$ cat src/pie_pkg.sv
/*
  pie_pkg: constants and carrier types for the port input-enable block.
  Assumes a 32-bit APB slave port and byte-wide port registers.
*/
`default_nettype none

package pie_pkg;

  // ----------------------------------------------------------------
  // register indices; byte address is four times the index
  // ----------------------------------------------------------------
  localparam logic [13:0] PIE_IDX_PC_IE  = 14'h30BA;
  localparam logic [13:0] PIE_IDX_PD_IE  = 14'h30BB;
  localparam logic [13:0] PIE_IDX_PE_IE  = 14'h30BC;
  localparam logic [13:0] PIE_IDX_PC_LVL = 14'h30C0;
  localparam logic [13:0] PIE_IDX_PD_LVL = 14'h30C1;
  localparam logic [13:0] PIE_IDX_PE_LVL = 14'h30C2;

  // ----------------------------------------------------------------
  // widths and reset values
  // ----------------------------------------------------------------
  localparam int          PIE_ADDR_W    = 16;
  localparam int          PIE_PORT_W    = 8;
  localparam logic [7:0]  PIE_IE_RESET  = 8'h00;
  localparam logic [7:0]  PIE_PIN_RESET = 8'h00;
  localparam logic [31:0] PIE_RD_RESET  = 32'h0000_0000;

  typedef struct packed {
    logic                  psel;
    logic                  penable;
    logic                  pwrite;
    logic [PIE_ADDR_W-1:0] paddr;
    logic [31:0]           pwdata;
    logic [3:0]            pstrb;
  } pie_apb_req_t;

  typedef struct packed {
    logic [31:0] prdata;
    logic        pready;
    logic        pslverr;
  } pie_apb_rsp_t;

endpackage

`default_nettype wire

$ cat src/pie_top.sv
/*
  pie_top: input-enable registers for ports C, D and E behind an APB slave,
  plus the gated pin input path of each port.
  Assumes one clock, a synchronous active-high reset and pins that are
  asynchronous to the clock.
*/
//
// Contract
// - port C enable register at index 30BA
// - port C bits read/write, 1 enables input
// - port D enable register at index 30BB
// - port D bits read/write, 1 enables input
// - port E enable register at index 30BC
// - port E bits read/write, 1 enables input
`timescale 1ns/1ps
`default_nettype none

module pie_top
  import pie_pkg::*;
(
  input  wire logic                  mclk_in,
  input  wire logic                  rst_in,
  input  wire pie_apb_req_t          apb_req_in,
  output var  pie_apb_rsp_t          apb_rsp_out,
  input  wire logic [PIE_PORT_W-1:0] port_c_pins_in,
  input  wire logic [PIE_PORT_W-1:0] port_d_pins_in,
  input  wire logic [PIE_PORT_W-1:0] port_e_pins_in,
  output var  logic [PIE_PORT_W-1:0] port_c_in_en_out,
  output var  logic [PIE_PORT_W-1:0] port_d_in_en_out,
  output var  logic [PIE_PORT_W-1:0] port_e_in_en_out,
  output var  logic [PIE_PORT_W-1:0] port_c_level_out,
  output var  logic [PIE_PORT_W-1:0] port_d_level_out,
  output var  logic [PIE_PORT_W-1:0] port_e_level_out
);

  // ----------------------------------------------------------------
  // address decode
  // ----------------------------------------------------------------
  logic [13:0] idx;
  logic        aligned;
  logic        hit_pc_ie;
  logic        hit_pd_ie;
  logic        hit_pe_ie;
  logic        hit_pc_lvl;
  logic        hit_pd_lvl;
  logic        hit_pe_lvl;
  logic        mapped;
  logic        setup;
  logic        access;
  logic        wr_byte;

  assign idx        = apb_req_in.paddr[PIE_ADDR_W-1:2];
  assign aligned    = (apb_req_in.paddr[1:0] == 2'h0);
  assign hit_pc_ie  = aligned && (idx == PIE_IDX_PC_IE);
  assign hit_pd_ie  = aligned && (idx == PIE_IDX_PD_IE);
  assign hit_pe_ie  = aligned && (idx == PIE_IDX_PE_IE);
  assign hit_pc_lvl = aligned && (idx == PIE_IDX_PC_LVL);
  assign hit_pd_lvl = aligned && (idx == PIE_IDX_PD_LVL);
  assign hit_pe_lvl = aligned && (idx == PIE_IDX_PE_LVL);
  assign mapped     = hit_pc_ie || hit_pd_ie || hit_pe_ie ||
                      hit_pc_lvl || hit_pd_lvl || hit_pe_lvl;

  assign setup   = apb_req_in.psel && !apb_req_in.penable;
  assign access  = apb_req_in.psel && apb_req_in.penable;
  // only byte lane 0 carries register data; other lanes are ignored
  assign wr_byte = access && apb_req_in.pwrite && apb_req_in.pstrb[0];

  // ----------------------------------------------------------------
  // enable registers
  // ----------------------------------------------------------------
  pie_en_reg u_reg_c (
    .mclk_in  (mclk_in),
    .rst_in   (rst_in),
    .wr_in    (wr_byte && hit_pc_ie),
    .wdata_in (apb_req_in.pwdata[PIE_PORT_W-1:0]),
    .q_out    (port_c_in_en_out)
  );

  pie_en_reg u_reg_d (
    .mclk_in  (mclk_in),
    .rst_in   (rst_in),
    .wr_in    (wr_byte && hit_pd_ie),
    .wdata_in (apb_req_in.pwdata[PIE_PORT_W-1:0]),
    .q_out    (port_d_in_en_out)
  );

  pie_en_reg u_reg_e (
    .mclk_in  (mclk_in),
    .rst_in   (rst_in),
    .wr_in    (wr_byte && hit_pe_ie),
    .wdata_in (apb_req_in.pwdata[PIE_PORT_W-1:0]),
    .q_out    (port_e_in_en_out)
  );

  // ----------------------------------------------------------------
  // gated pin input paths
  // ----------------------------------------------------------------
  pie_pin_sync u_sync_c (
    .mclk_in   (mclk_in),
    .rst_in    (rst_in),
    .pins_in   (port_c_pins_in),
    .in_en_in  (port_c_in_en_out),
    .level_out (port_c_level_out)
  );

  pie_pin_sync u_sync_d (
    .mclk_in   (mclk_in),
    .rst_in    (rst_in),
    .pins_in   (port_d_pins_in),
    .in_en_in  (port_d_in_en_out),
    .level_out (port_d_level_out)
  );

  pie_pin_sync u_sync_e (
    .mclk_in   (mclk_in),
    .rst_in    (rst_in),
    .pins_in   (port_e_pins_in),
    .in_en_in  (port_e_in_en_out),
    .level_out (port_e_level_out)
  );

  // ----------------------------------------------------------------
  // read data and error, captured in the setup cycle
  // ----------------------------------------------------------------
  // capturing at setup keeps prdata on a flop yet costs no wait state
  logic [31:0] next_rdata;
  logic [31:0] rdata;
  logic        slverr;

  always_comb begin
    next_rdata = PIE_RD_RESET;
    if (hit_pc_ie) begin
      next_rdata[PIE_PORT_W-1:0] = port_c_in_en_out;
    end else if (hit_pd_ie) begin
      next_rdata[PIE_PORT_W-1:0] = port_d_in_en_out;
    end else if (hit_pe_ie) begin
      next_rdata[PIE_PORT_W-1:0] = port_e_in_en_out;
    end else if (hit_pc_lvl) begin
      next_rdata[PIE_PORT_W-1:0] = port_c_level_out;
    end else if (hit_pd_lvl) begin
      next_rdata[PIE_PORT_W-1:0] = port_d_level_out;
    end else if (hit_pe_lvl) begin
      next_rdata[PIE_PORT_W-1:0] = port_e_level_out;
    end
  end

  always_ff @(posedge mclk_in) begin
    if (rst_in) begin
      rdata <= PIE_RD_RESET;
    end else if (setup && !apb_req_in.pwrite) begin
      rdata <= next_rdata;
    end
  end

  always_ff @(posedge mclk_in) begin
    if (rst_in) begin
      slverr <= 1'b0;
    end else if (setup) begin
      slverr <= !mapped;
    end
  end

  always_comb begin
    apb_rsp_out.prdata  = rdata;
    apb_rsp_out.pready  = access;
    apb_rsp_out.pslverr = access && slverr;
  end

endmodule

`default_nettype wire

$ cat src/pie_en_reg.sv
/*
  pie_en_reg: one byte-wide read/write enable register.
  Assumes a one-cycle write strobe from the bus decoder on the same clock.
*/
`timescale 1ns/1ps
`default_nettype none

module pie_en_reg
  import pie_pkg::*;
(
  input  wire logic                  mclk_in,
  input  wire logic                  rst_in,
  input  wire logic                  wr_in,
  input  wire logic [PIE_PORT_W-1:0] wdata_in,
  output var  logic [PIE_PORT_W-1:0] q_out
);

  always_ff @(posedge mclk_in) begin
    if (rst_in) begin
      q_out <= PIE_IE_RESET;
    end else if (wr_in) begin
      q_out <= wdata_in;
    end
  end

endmodule

`default_nettype wire

$ cat src/pie_pin_sync.sv
/*
  pie_pin_sync: brings one port's pin levels into the clock domain and
  gates each bit with its input enable.
  Assumes the pins are asynchronous to mclk_in.
*/
`timescale 1ns/1ps
`default_nettype none

module pie_pin_sync
  import pie_pkg::*;
(
  input  wire logic                  mclk_in,
  input  wire logic                  rst_in,
  input  wire logic [PIE_PORT_W-1:0] pins_in,
  input  wire logic [PIE_PORT_W-1:0] in_en_in,
  output var  logic [PIE_PORT_W-1:0] level_out
);

  logic [PIE_PORT_W-1:0] meta;
  logic [PIE_PORT_W-1:0] stable;

  localparam logic [PIE_PORT_W-1:0] PIN_RESET_V = PIE_PIN_RESET;

  // ----------------------------------------------------------------
  // two-flop synchroniser, first stage read only by the second
  // ----------------------------------------------------------------
  always_ff @(posedge mclk_in) begin
    if (rst_in) begin
      meta   <= PIN_RESET_V;
      stable <= PIN_RESET_V;
    end else begin
      meta   <= pins_in;
      stable <= meta;
    end
  end

  // a disabled input reads as zero, so a floating pad never leaks in
  always_ff @(posedge mclk_in) begin
    if (rst_in) begin
      level_out <= PIN_RESET_V;
    end else begin
      level_out <= stable & in_en_in;
    end
  end

endmodule

`default_nettype wire

$ cat config.mk
export PLATFORM = sky130hd
export DESIGN_NAME = pie_top
export DESIGN_NICKNAME = d
export VERILOG_FILES = /design/src/pie_pkg.sv /design/src/pie_top.sv /design/src/pie_en_reg.sv /design/src/pie_pin_sync.sv
export SDC_FILE = /design/constraint.sdc
export NUM_CORES = 1
export LEC_CHECK = 0
export BUFFER_PORTS_ARGS = -buffer_cell sky130_fd_sc_hd__buf_2
export CAP_MARGIN = 5
export CORE_MARGIN = 4
export CORE_UTILIZATION = 51
export CTS_CLUSTER_DIAMETER = 200
export DETAILED_ROUTE_END_ITERATION = 7
export GPL_ROUTABILITY_DRIVEN = 1
export PLACE_DENSITY = 0.84
export SYNTH_ARGS = -nofsm -noshare
export SYNTH_HDL_FRONTEND = slang
export SYNTH_SLANG_ARGS = --single-unit
$ cat constraint.sdc
create_clock -name mclk_in -period 3.3 [get_ports mclk_in]
set_input_delay 0 -clock mclk_in [delete_from_list [all_inputs] [get_ports mclk_in]]
set_output_delay 0 -clock mclk_in [all_outputs]
set_load 0.005 [all_outputs]
==> results.sh <==
export IMPL_setup_viol=0
export IMPL_tightest_slew_ns=1.20
export IMPL_vias=3112
export IMPL_remaining_drc_errors=0
export IMPL_p_per_area_mw_per_mm2=454
export IMPL_first_global_vias=2926
export IMPL_endpoint_kind="register"
export IMPL_synthCells=394
export IMPL_dieArea_sq_mm=0.00919
export IMPL_final_antenna_net_count=0
export IMPL_cts_sinks=105
export IMPL_grt_setup_unrepaired="false"
export IMPL_place_congestion=0.820
export IMPL_fin_setup_tns_ns=0
export IMPL_p_clk_frac=0.361
export IMPL_placed_cells=587
export IMPL_die_w_um=95.9
export IMPL_avgViaCountPerCell=4.89
export IMPL_critical_path_max_stage_delay_ns=0.75
export IMPL_power_frac_seq=0.572
export IMPL_path_cells="dlygate4sd3_1, buf_2, and2_1, nand3_1, nor4_4, mux2i_1, nor2_1"
export IMPL_crit_buf_inv=2
export IMPL_grt_max_degree=102
export IMPL_finalNetCount=613
export IMPL_clockBufferDepth=2
export IMPL_grtUsageTotal=0.207
export IMPL_clk_latency_ns=0.37
export IMPL_io_pins=163
export IMPL_vdd_drop_max_uv=313
export IMPL_synth_common_cells="dfxtp_1 (105), nor2_1 (61), nor2b_1 (52), mux2i_1 (32), nand2_1 (32)"
export IMPL_wl_per_cell_um=14.9
export IMPL_status="finished clean"
export IMPL_post_route_min_period_ns=1.88
export IMPL_ys_seq_elements=105
export IMPL_antenna_cells=0
export IMPL_grt_pass1_wl_mm=14.3
export IMPL_setup_worst_path_start_class="primary input"
export IMPL_multi_input_area_sq_mm=0.00167
export IMPL_required_ns=3.52
export IMPL_ys_warn_count=0
export IMPL_avgSynthCellArea_sq_um=9.99
export IMPL_path_delay_family="simple AND/OR/NAND/NOR gates"
export IMPL_crit_slowest_cell="nor4_4"
export IMPL_yosys_area_top_type_share=0.534
export IMPL_internal_power_mw=1.75
export IMPL_synth_largest_area_cell="dfxtp_1"
export IMPL_yosysUniqueCellTypes=36
export IMPL_synthFlopType="dfxtp_1"
export IMPL_clkTransAtPathRegs_ns=0.10
export IMPL_numCtsBuffers=9
export IMPL_max_freq_mhz=532
export IMPL_root_buffer="clkbuf_8"
export IMPL_fin_worst_skew_ns=0.00718
export IMPL_routed_wirelength_mm=9.50
export IMPL_ys_top_cells_by_area="dfxtp_1 (53%), nor2b_1 (8.3%), mux2i_1 (8.1%)"
export IMPL_p_switching_mw=0.523
export IMPL_synthArstFlopShare=0
export IMPL_crit_type="primary input to register"
export IMPL_dr_pass1_iters=4
export IMPL_grt_remaining_overflow=0
export IMPL_crit_fanout=8
export IMPL_antenna_found_initial=0
export IMPL_period_share=0.569
export IMPL_hold_viol=0
export IMPL_power_mw=2.28
export IMPL_fillers=596
export IMPL_die_h_um=95.9
export IMPL_cts_tree="built"
export IMPL_syn_to_final_growth_pct=27.3
export IMPL_combPwrFrac=0.067
export IMPL_syn_area_sq_mm=0.00394
export IMPL_rows=31
export IMPL_register_area_sq_mm=0.00210
export IMPL_core_sq_mm=0.00737
export IMPL_p_sw_frac=0.230
export IMPL_yosysMostFrequentCell="dfxtp_1"
export IMPL_worstPathArrival_ns=2.10
export IMPL_drv_slew=0
export IMPL_dp_hpwl_mm=6.40
export IMPL_maxCapViolCount=0
export IMPL_synth_edf_count=0
export IMPL_hold_class="primary input to register"
export IMPL_initial_core_util=0.534
export IMPL_stdcell_count=636
export IMPL_final_layout_size_suffix_gt1_frac=0.259
export IMPL_drt_iter0_drc=162
export IMPL_yosysSeqAreaShare=0.534
export IMPL_io_buffer_count=111
export IMPL_cts_htree_levels=3
export IMPL_leakage_nw=2.21
export IMPL_slew_headroom=0.192
## path summary, 6_finish.rpt
check,from,end,slack [ns],depth (start not counted)
max,apb_req_in[53],u_reg_d.q_out[1],1.42,7
max reg2reg,u_sync_d.level_out[5],rdata[5],2.06,4
min,apb_req_in[52],rdata[5],0.04,4
min reg2reg,u_sync_e.stable[0],u_sync_e.level_out[0],0.42,2
## area by class of cell
cell class / count / share of cell area
clock inverters: 6 / 0.0147
repair buffers: 146 / 0.180
clock buffers: 10 / 0.0275
inverters: 1 / 0.000749
multi-input cells: 269 / 0.332
flip-flops and latches: 105 / 0.420
well taps: 99 / 0.0247
## metal layers
metal,wire (um),track usage,vias up
met4,209,0.101,0
met2,4710,0.359,129
met3,810,0.0399,17
met1,3770,0.243,1428
li1,-,-,1538
met5,0,0,-
## placed cells by master, fill, tap and decap left out, types with 2 or more instances in the layout
master and count:
dlygate4sd3_1 33, nor4_1 2, mux2i_1 32, o31ai_1 2, a221oi_1 2, clkinvlp_4 2, nand2b_1 3, nor2_1 61
a2bb2oi_1 12, inv_6 2, nand3_1 2, buf_4 3, o21ai_0 14, clkbuf_8 10, conb_1 24, dfxtp_1 105
nor4_4 3, o2bb2ai_1 6, and3b_1 4, nand2_1 32, buf_2 110, nor4_2 3, nor2b_1 52
## kinds of logic (layout without fill, tap and decap cells)
kind of cell | Yosys count | count (layout) | synth area share
buffers and inverters | 43 | 163 | 0.0648
other | 1 | 24 | 0.000953
muxes | 32 | 32 | 0.0814
DFF | 105 | 105 | 0.534
AOI/OAI and AO/OA | 39 | 39 | 0.0715
and+or+nand+nor | 174 | 174 | 0.247
## power groups by stage
stage | combinational, mW | sequential (mW) | clock [mW]
after floorplan | 0.0914 | 1.33 | 0
after global placement | 0.117 | 1.33 | 0
after detailed placement | 0.121 | 1.33 | 0
after CTS | 0.151 | 1.30 | 0.830
after global routing | 0.168 | 1.30 | 0.883
final | 0.153 | 1.30 | 0.822
## flip-flops by register name, summed over array words and instances (netlist names)
| name | cells |
|---|---|
| rdata | 8 |
| u_reg_c.q_out | 8 |
| u_reg_d.q_out | 8 |
| u_reg_e.q_out | 8 |
| u_sync_c.level_out | 8 |
| u_sync_c.meta | 8 |
| u_sync_c.stable | 8 |
| u_sync_d.level_out | 8 |
| u_sync_d.meta | 8 |
| u_sync_d.stable | 8 |
| u_sync_e.level_out | 8 |
| u_sync_e.meta | 8 |
| u_sync_e.stable | 8 |
| slverr | 1 |
## worst register-to-register path, cell delays in order, from the launching register on
cell and delay [ns]:
dfxtp_1 0.32, mux2i_1 0.22, o21ai_0 0.12, a221oi_1 0.37, nor4_2 0.06
## per-stage QoR
stage / instance area [sq um] / setup WS, ns / hold slack [ns] / util
floorplan: 4020 / 1.81 / 0.128 / -
global placement: 4470 / 1.19 / 0.208 / 0.606
detailed placement: 4470 / 1.11 / 0.212 / 0.606
CTS: 5010 / 1.42 / 0.0344 / 0.680
global route: 5010 / 1.31 / 0.0623 / 0.680
finish: 5010 / 1.42 / 0.0391 / 0.680
## timing repair
action / 4_1_cts / 5_1_grt
gates resized for setup: 0 / 0
setup endpoints to repair: 0 / 0
hold endpoints to repair: 49 / 0
buffers inserted: 0 / 0
hold buffers: 33 / 0
(Power assumes the default switching activity.)
